[config.mk]
export PLATFORM = sky130hd
export DESIGN_NAME = limp_home_failsafe_controller
export DESIGN_NICKNAME = d
export VERILOG_FILES = /design/src/failsafe_pkg.sv /design/src/failsafe_timeout_timer.sv /design/src/limp_home_failsafe_controller.sv
export SDC_FILE = /design/constraint.sdc
export NUM_CORES = 1
export LEC_CHECK = 0
export ABC_AREA = 1
export BUFFER_PORTS_ARGS = -buffer_cell sky130_fd_sc_hd__buf_2
export CELL_PAD_IN_SITES_DETAIL_PLACEMENT = 1
export CELL_PAD_IN_SITES_GLOBAL_PLACEMENT = 1
export CORE_ASPECT_RATIO = 1.4
export CORE_MARGIN = 1
export CORE_UTILIZATION = 41
export DETAILED_ROUTE_END_ITERATION = 7
export PLACE_DENSITY_LB_ADDON = 0.25
export SKIP_CTS_REPAIR_TIMING = 1
export SLEW_MARGIN = 20
export SYNTH_ARGS = -nofsm -noshare
export SYNTH_HDL_FRONTEND = slang
export SYNTH_SLANG_ARGS = --single-unit
[constraint.sdc]
create_clock -name ref_clk -period 3.62 [get_ports ref_clk]
set_input_delay 0 -clock ref_clk [delete_from_list [all_inputs] [get_ports ref_clk]]
set_output_delay 0 -clock ref_clk [all_outputs]
set_load 0.05 [all_outputs]
[src/failsafe_pkg.sv]
// Contract
// - Time-out without all-ones exit write enters fail-safe
// - Bits 3:1 pick one of eight time-outs
// - Fail-safe entry loads stored configuration
// - Fail-safe: only control register writable
// - Exit sequence done: normal, PWM, writes open
// - Leaving fail-safe keeps loaded register contents
// - Bit 7 reads fail-safe status
// - Bit 0 reads configuration mode status
// - Non-volatile access state halts time-out timer
// - Non-volatile use: outputs off, writes ignored; control writes still update bits 3:1
// - Non-volatile use left only by reset
// - Fail-silent latches; no automatic recovery
// - Normal and access: registers, PWM, full access
// - Fail-safe channel follows two-bit override code
package failsafe_pkg;

  localparam int CLK_MHZ = 100;
  localparam int TO_BASE_US = 16;
  localparam int TO_BASE_CYC = TO_BASE_US * CLK_MHZ;

  localparam logic [6:0] CTRL_ADDR = 7'h33;
  localparam int STATUS_BIT = 7;
  localparam int EXIT_MSB = 6;
  localparam int EXIT_LSB = 4;
  localparam int TSEL_MSB = 3;
  localparam int TSEL_LSB = 1;
  localparam int CFG_BIT = 0;
  localparam logic [2:0] TSEL_RESET = 3'h0;

  localparam logic [2:0] EXIT_REFRESH = 3'h7;
  localparam logic [2:0] EXIT_STEP1 = 3'h1;
  localparam logic [2:0] EXIT_STEP2 = 3'h2;
  localparam logic [2:0] EXIT_STEP3 = 3'h4;

  localparam logic [1:0] OVR_OFF = 2'h0;
  localparam logic [1:0] OVR_ON = 2'h2;
  localparam int OVR_LSB = 1;

  typedef enum logic [1:0] {
    ST_NORMAL = 2'b00,
    ST_FAILSAFE = 2'b01,
    ST_NV_ACCESS = 2'b10,
    ST_NV_USE = 2'b11
  } op_state_t;

  typedef enum logic [1:0] {
    SEQ_IDLE = 2'b00,
    SEQ_GOT1 = 2'b01,
    SEQ_GOT2 = 2'b10
  } exit_seq_t;

endpackage

[src/failsafe_timeout_timer.sv]
`timescale 1ns/1ps
module failsafe_timeout_timer
  import failsafe_pkg::*;
#(
  parameter int BASE_CYC = TO_BASE_CYC,
  parameter int CW = 20
)
(
  // Clock and reset
  input wire logic ref_clk,
  input wire logic srst,
  // Control
  input wire logic run,
  input wire logic refresh,
  input wire logic [2:0] sel,
  // Result
  output logic expired
);

  logic [CW-1:0] cnt_r;
  logic [CW-1:0] limit;

  // Setting k lasts (k+1) base periods
  function automatic logic [CW-1:0] limit_of(input logic [2:0] s);
    limit_of = CW'((int'(s) + 1) * BASE_CYC - 1);
  endfunction

  assign limit = limit_of(sel);

  //////////////////////////////////////////////////////////////////////////
  always_ff @(posedge ref_clk)
  begin
    if (srst || refresh || !run)
    begin
      cnt_r <= '0;
    end
    else if (cnt_r < limit)
    begin
      cnt_r <= cnt_r + CW'(1);
    end
  end

  always_ff @(posedge ref_clk)
  begin
    if (srst)
    begin
      expired <= 1'b0;
    end
    else
    begin
      expired <= run && !refresh && (cnt_r == limit);
    end
  end

endmodule

[src/limp_home_failsafe_controller.sv]
`timescale 1ns/1ps
module limp_home_failsafe_controller
  import failsafe_pkg::*;
#(
  parameter int NCH = 3,
  parameter int BASE_CYC = TO_BASE_CYC
)
(
  // Clock and power-on reset
  input wire logic ref_clk,
  input wire logic srst,
  // Decoded serial register writes
  input wire logic reg_wr,
  input wire logic [6:0] reg_addr,
  input wire logic [7:0] reg_wdata,
  // Stored configuration and state requests
  input wire logic [7:0] channel_override_code,
  input wire logic nonvolatile_store_access_req,
  input wire logic nv_use_req,
  input wire logic fail_silent_evt,
  // Channel PWM inputs
  input wire logic [NCH-1:0] pwm_in,
  // Register read-back
  output logic [7:0] ctrl_rdata,
  // Register bank steering
  output logic load_stored_cfg,
  output logic other_writes_locked,
  output logic writes_no_effect,
  output logic nv_rw_permitted,
  // Channel drive and status
  output logic [NCH-1:0] ch_on,
  output logic fail_silent,
  output logic in_failsafe
);

  op_state_t state_r;
  exit_seq_t seq_r;
  logic [2:0] tsel_r;
  logic [1:0] ovr_r [NCH];
  logic ctrl_wr;
  logic [2:0] exit_val;
  logic expired;
  logic exit_done;

  assign ctrl_wr = reg_wr && (reg_addr == CTRL_ADDR);
  assign exit_val = reg_wdata[EXIT_MSB:EXIT_LSB];
  assign exit_done = (state_r == ST_FAILSAFE) && ctrl_wr &&
                     (seq_r == SEQ_GOT2) && (exit_val == EXIT_STEP3);

  // Channel action for one override code
  function automatic logic ovr_drive(input logic [1:0] code,
                                     input logic pwm);
    if (code == OVR_OFF)
    begin
      ovr_drive = 1'b0;
    end
    else if (code == OVR_ON)
    begin
      ovr_drive = 1'b1;
    end
    else
    begin
      ovr_drive = pwm;
    end
  endfunction

  //////////////////////////////////////////////////////////////////////////
  // Time-out timer, runs in normal operation only
  failsafe_timeout_timer #(
    .BASE_CYC(BASE_CYC),
    .CW(20)
  ) u_timer (
    .ref_clk(ref_clk),
    .srst(srst),
    .run(state_r == ST_NORMAL),
    .refresh(ctrl_wr && (exit_val == EXIT_REFRESH)),
    .sel(tsel_r),
    .expired(expired)
  );

  //////////////////////////////////////////////////////////////////////////
  // Time-out selection: whole register written at once
  always_ff @(posedge ref_clk)
  begin
    if (srst)
    begin
      tsel_r <= TSEL_RESET;
    end
    else if (ctrl_wr)
    begin
      tsel_r <= reg_wdata[TSEL_MSB:TSEL_LSB];
    end
  end

  //////////////////////////////////////////////////////////////////////////
  // Operating state
  always_ff @(posedge ref_clk)
  begin
    if (srst)
    begin
      state_r <= ST_NORMAL;
    end
    else
    begin
      unique case (state_r)
        ST_NORMAL:
        begin
          if (nonvolatile_store_access_req)
          begin
            state_r <= ST_NV_ACCESS;
          end
          else if (expired)
          begin
            state_r <= ST_FAILSAFE;
          end
        end
        ST_FAILSAFE:
        begin
          if (exit_done)
          begin
            state_r <= ST_NORMAL;
          end
        end
        ST_NV_ACCESS:
        begin
          if (nv_use_req)
          begin
            state_r <= ST_NV_USE;
          end
        end
        ST_NV_USE:
        begin
          state_r <= ST_NV_USE;
        end
      endcase
    end
  end

  //////////////////////////////////////////////////////////////////////////
  // Exit sequence tracking
  always_ff @(posedge ref_clk)
  begin
    if (srst || state_r != ST_FAILSAFE)
    begin
      seq_r <= SEQ_IDLE;
    end
    else if (ctrl_wr)
    begin
      if (exit_val == EXIT_STEP1)
      begin
        seq_r <= SEQ_GOT1;
      end
      else if (seq_r == SEQ_GOT1 && exit_val == EXIT_STEP2)
      begin
        seq_r <= SEQ_GOT2;
      end
      else
      begin
        seq_r <= SEQ_IDLE;
      end
    end
  end

  //////////////////////////////////////////////////////////////////////////
  // Stored configuration load on fail-safe entry
  always_ff @(posedge ref_clk)
  begin
    if (srst)
    begin
      load_stored_cfg <= 1'b0;
    end
    else
    begin
      // One pulse only; nothing reloads on exit
      load_stored_cfg <= (state_r == ST_NORMAL) &&
                         !nonvolatile_store_access_req &&
                         expired;
    end
  end

  always_ff @(posedge ref_clk)
  begin
    if (srst)
    begin
      for (int i = 0; i < NCH; i++)
      begin
        ovr_r[i] <= OVR_OFF;
      end
    end
    else if (state_r == ST_NORMAL && !nonvolatile_store_access_req &&
             expired)
    begin
      for (int i = 0; i < NCH; i++)
      begin
        ovr_r[i] <= channel_override_code[OVR_LSB+2*i +: 2];
      end
    end
  end

  //////////////////////////////////////////////////////////////////////////
  // Fail-silent latch
  always_ff @(posedge ref_clk)
  begin
    if (srst)
    begin
      fail_silent <= 1'b0;
    end
    else if (fail_silent_evt)
    begin
      fail_silent <= 1'b1;
    end
  end

  //////////////////////////////////////////////////////////////////////////
  // Access steering
  always_ff @(posedge ref_clk)
  begin
    if (srst)
    begin
      other_writes_locked <= 1'b0;
      writes_no_effect <= 1'b0;
      nv_rw_permitted <= 1'b0;
      in_failsafe <= 1'b0;
    end
    else
    begin
      // Next-state view so locks track the state register
      other_writes_locked <= (state_r == ST_FAILSAFE && !exit_done) ||
                             (state_r == ST_NORMAL && expired &&
                              !nonvolatile_store_access_req);
      writes_no_effect <= (state_r == ST_NV_USE) ||
                          (state_r == ST_NV_ACCESS && nv_use_req);
      nv_rw_permitted <= (state_r == ST_NV_USE) ||
                         (state_r == ST_NV_ACCESS && nv_use_req);
      in_failsafe <= (state_r == ST_FAILSAFE && !exit_done) ||
                     (state_r == ST_NORMAL && expired &&
                      !nonvolatile_store_access_req);
    end
  end

  //////////////////////////////////////////////////////////////////////////
  // Channel drive
  always_ff @(posedge ref_clk)
  begin
    if (srst)
    begin
      ch_on <= '0;
    end
    else
    begin
      for (int i = 0; i < NCH; i++)
      begin
        if (fail_silent || state_r == ST_NV_USE)
        begin
          ch_on[i] <= 1'b0;
        end
        else if (state_r == ST_FAILSAFE)
        begin
          ch_on[i] <= ovr_drive(ovr_r[i], pwm_in[i]);
        end
        else
        begin
          ch_on[i] <= pwm_in[i];
        end
      end
    end
  end

  //////////////////////////////////////////////////////////////////////////
  // Control register read-back; exit field reads zero
  always_ff @(posedge ref_clk)
  begin
    if (srst)
    begin
      ctrl_rdata <= 8'h00;
    end
    else
    begin
      ctrl_rdata[STATUS_BIT] <= (state_r == ST_FAILSAFE);
      ctrl_rdata[EXIT_MSB:EXIT_LSB] <= 3'h0;
      ctrl_rdata[TSEL_MSB:TSEL_LSB] <= tsel_r;
      ctrl_rdata[CFG_BIT] <= (state_r == ST_NV_ACCESS) ||
                             (state_r == ST_NV_USE);
    end
  end

endmodule

# After elaboration in Yosys (flattened, before gate mapping)
# Memories as Yosys holds them, arrays and structs flattened.
# Cells that the tools add are included.
# totals
out_inout_bits	17
ramBits	6
reg_bits	43
mem_count	1
# memory_table
memory	depth	width	rd	rd_clocked_by_memory_dff	write_ports	line	text
ovr_r	3	2	3	0	3	limp_home_failsafe_controller.sv:39	logic [1:0] ovr_r [NCH];
# op_classes
n_eq_ne	18
bitwise	3
reduce_logical	31
n_lt_le_gt_ge	1
mul	1
mux	24
n_addsub	3
# op_table
operator	n
32-bit by 6-bit multiplier with 14-bit output, second input constant	1
20-bit by 1-bit adder with 20-bit output, second input constant	1
20-bit == test	1
20-bit < comparator	1
20-bit by 2-bit subtractor with 20-bit output, second input constant	1
2-bit two-way mux	9
1-bit logical AND	14
1-bit two-way mux	14
2-bit == test, second input constant	6
2-bit logical NOT	4
2-bit case mux with 4 select lines	1
7-bit by 6-bit == test with 1-bit output, second input constant	1
1-bit logical OR	7
3-bit == test, second input constant	2
3-bit by 1-bit adder with 4-bit output, second input constant	1
2-bit by 1-bit == test with 1-bit output, second input constant	2
1-bit logical NOT	4
2-bit != test, second input constant	2
3-bit by 1-bit == test with 1-bit output, second input constant	1
3-bit by 2-bit == test with 1-bit output, second input constant	1
3-bit != test, second input constant	1
1-bit bitwise OR	3
3-bit AND reduction	1
2-bit by 1-bit != test with 1-bit output, second input constant	1
2-bit OR reduction	1

# Logic depth before layout (Yosys ltp)
# logic_depth
ltp_word	8
ltp_mapped	26
depth_no_buf	25

# By module
# Synthesis repeated with hierarchy kept, for this count alone.
# unflattened
hier_cells	366
hier_area_um2	2705.1
# by_module_without_submodules
module	area_per_inst_um2	cells_per_inst	n_inst	seq_area_each_um2
failsafe_timeout_timer	1659.1	237	1	420.4
limp_home_failsafe_controller	1046.0	129	1	560.5

# Least setup slack after synthesis
# OpenSTA, ideal clock, no wires.
# synth_path
kind	reg-to-reg
start	register tsel_r[0]
end	register u_timer.cnt_r[7]
setup_slack_ns	0.339
path_stages_with_launch	19
setup_ns	0.066
arrival_time_ns	3.214
synth_period_minus_slack_ns	3.281
path_cell_list	dfxtp_1 > inv_2 > ha_1 > xor2_1 > ha_1 > or2_2 > nor3_1 > nand2_1 > nor2_1 > nand2_1 > ha_1 > a21oi_1 > o21ai_2 > a21oi_4 > nand2_2 > nor2_4 > buf_6 > nand2_2 > a21oi_2
# synth_via
elab_chain_len	4
# synth_rtl
element	line	text
start: declaration	limp_home_failsafe_controller.sv:38	logic [2:0] tsel_r;
start signal: assignment	limp_home_failsafe_controller.sv:91	tsel_r <= reg_wdata[TSEL_MSB:TSEL_LSB];
3-bit by 1-bit adder with 4-bit output	failsafe_timeout_timer.sv:25	limit_of = CW'((int'(s) + 1) * BASE_CYC - 1);
32-bit by 6-bit multiplier with 14-bit output	failsafe_timeout_timer.sv:25	
20-bit by 2-bit subtractor with 20-bit output	failsafe_timeout_timer.sv:25	
20-bit < comparator	failsafe_timeout_timer.sv:37	else if (cnt_r < limit)
end signal: assignment	failsafe_timeout_timer.sv:39	cnt_r <= cnt_r + CW'(1);
end: declaration	failsafe_timeout_timer.sv:20	logic [CW-1:0] cnt_r;
# No other way between the ends.
# A chain may end at the register's enable or synchronous reset.

# Worst setup path in the final report
# layout_path
start	register tsel_r[0]
end	register u_timer.cnt_r[4]
# The elaborated chain is that of the path after synthesis.

==> results.json <==
{
  "grt-ovfl-total": 0,
  "required_ns": 3.87,
  "ys.warnings.count": 0,
  "syn_area_per_cell_um2": 7.37,
  "ys_seq_area_share_pct": 32.0,
  "gp_congestion": 0.778,
  "gr-usage-all-layers_pct": 20.3,
  "start_util_pct": 43.1,
  "nets": 526,
  "clockBufferDepth": 2,
  "ys_types": 34,
  "post-route-min-period_ns": 3.44,
  "ys_ff_latch": 46,
  "finalHoldViolations": 5,
  "crit_fanout": 5,
  "crit_path_start_kind": "register",
  "die-area_mm2": 0.00783,
  "place_ws_ns": 0.0346,
  "grt_pass1_wl_mm": 12.4,
  "routed_wl_mm": 8.05,
  "final_common_cell": "nand2_1",
  "die_h_um": 104,
  "maxCapViolCount": 0,
  "yosys.area.top_type": "dfxtp_1",
  "wl_per_cell_um": 14.1,
  "clock_sinks": 46,
  "synthCells": 416,
  "fp.coreArea_mm2": 0.00712,
  "root_buffer": "clkbuf_8",
  "hold_class": "in2reg",
  "critical_path_class": "reg2reg",
  "h-tree-depth": 2,
  "yosys-top-cells-area": "dfxtp_1, nand2_1, ha_1",
  "path_clk_slew_ns": 0.10,
  "synthDominantCellAreaShare_pct": 26.1,
  "use_met3_pct": 3.20,
  "final_cell_mix": "nand2_1, nor2_1, buf_2",
  "drive_above_1_share_pct": 30.4,
  "grt_max_degree": 22,
  "powerDensity_mw_per_mm2": 271,
  "end_kind": "register",
  "dieWidth_um": 75.1,
  "post-route-drc-count": 0,
  "gr-max-usage-layer": "met2",
  "fillers": 928,
  "routed_via_density": 5.02,
  "timing.final.crit_share_pct": 95.0,
  "p_leak_nw": 1.60,
  "grt_pass1_vias": 2933,
  "setup_violations": 0,
  "clk_latency_ns": 0.31,
  "syn2layout_area_growth_pct": 21.7,
  "status": "finished with violations",
  "violations": "negative hold slack",
  "holdWs_ns": -0.0226,
  "hpwl_mm": 5.82,
  "cts_made_buffers": 5,
  "ant_nets": 0,
  "cts_tree": "yes",
  "drtIter0Drc": 70,
  "port-buffer-count": 41,
  "ioPinCount": 49,
  "firstDrtPassIters": 4,
  "clock_skew_ns": 0.0117,
  "critPathArrivalTime_ns": 3.69,
  "num_antenna_cells": 0,
  "grt_use_met1_pct": 20.8,
  "worst_slack_ns": 0.180,
  "tns_ns": 0,
  "irDropWorstVdd_mv": 0.166,
  "fmaxAchievable_ghz": 0.291,
  "row_count": 36,
  "vias": 2857,
  "met2_usage_pct": 38.5,
  "slew_violations": 0,
  "final_util_pct": 52.4,
  "synth_area_mm2": 0.00306,
  "antenna_found_initial": 0
}
==> cell usage after synthesis <==
cell type	instances
nand2_1	97
nor2_1	59
dfxtp_1	40
inv_1	40
nand2_2	23
a21oi_2	21
ha_1	21
nand3_1	16
a21oi_1	14
xor2_1	13
nor3_1	9
xnor2_1	8
o21ai_0	7
edfxtp_1	6
buf_4	5
nand4_1	5
buf_6	4
nand3_2	4
o21a_1	4
inv_2	3
buf_2	2
nand3b_1	2
nor2_4	2
a21oi_4	1
clkbuf_1	1
conb_1	1
nand3_4	1
nor2_2	1
nor3b_1	1
nor4_1	1
o21ai_2	1
o31ai_1	1
or2_2	1
xnor2_2	1
==> worst paths after layout <==
check	slack (ns)	to	depth (start not counted)	startpoint
worst max-delay path	0.18	u_timer.cnt_r[4]	20	tsel_r[0]
worst min register to register	0.50	seq_r[0]	2	seq_r[0]
worst min-delay path	-0.02	tsel_r[2]	3	reg_wdata[3]
worst max register to register	0.18	u_timer.cnt_r[4]	20	tsel_r[0]
==> flip-flops by register name (all words and copies together) (netlist names) <==
signal / count
ovr_r: 6
fail_silent: 1
ctrl_rdata: 5
tsel_r: 3
in_failsafe: 1
state_r: 2
ch_on: 3
u_timer.expired: 1
nv_rw_permitted: 1
load_stored_cfg: 1
u_timer.cnt_r: 20
seq_r: 2
==> where the power goes <==
part	switching [W]	internal, W	leakage [nW]
Clock	0.000196	0.000138	0.0408
Combinational	0.0000921	0.0000429	1.17
Sequential	0.00000993	0.000529	0.384
==> final cells by class <==
class	count	area (um^2)	share of cell area [%]
Inverter	43	161	4.33
Clock inverter	3	23.8	0.637
Sequential cell	46	990	26.5
Timing Repair Buffer	59	422	11.3
Clock buffer	5	68.8	1.85
Tap cell	95	119	3.19
Multi-Input combinational cell	318	1950	52.2
==> per-stage QoR <==
stage          cell area, um^2  cells  total power [W]  hold slack, ns
2_1_floorplan             3080    419         0.000645           0.110
3_3_place_gp              3370    549         0.000677           0.206
3_5_place_dp              3370    549         0.000682           0.213
4_1_cts                   3470    557          0.00101          -0.114
5_1_grt                   3730    569          0.00106        -0.00569
6_report                  3730    569          0.00101         -0.0226
==> routing by layer <==
metal / wire, um / vias to the layer above
met5: 0 / -
met2: 4410 / 53
met4: 226 / 0
met1: 3200 / 1356
li1: - / 1431
met3: 211 / 17
==> logic make-up (layout without fill, tap and decap cells) <==
| logic type | after synthesis | count (layout) | synth area share (%) |
|---|---|---|---|
| buffers and inverters | 55 | 110 | 8.41 |
| adders and majority gates | 21 | 21 | 8.57 |
| xor gates and xnor gates | 22 | 22 | 6.53 |
| other | 1 | 4 | 0.122 |
| and+or+nand+nor | 222 | 222 | 32.9 |
| DFF | 46 | 46 | 32.0 |
| AOI/OAI and AO/OA | 49 | 49 | 11.5 |
==> worst max-delay path: stages (launching register included) <==
cell and delay [ns]:
dfxtp_4 0.38, inv_2 0.06, ha_4 0.25, xor2_1 0.15, ha_1 0.32, or2_2 0.31, nor3_4 0.17, nand2_2 0.10
nor2_4 0.13, a21oi_2 0.06, ha_1 0.32, nand2_1 0.07, inv_1 0.04, nand2_1 0.07, nand2_2 0.06, a21oi_4 0.17
nand2_2 0.09, nor2_4 0.25, clkbuf_16 0.22, nand2_2 0.05, a21oi_2 0.11
Power figures use the tool's default switching activity.
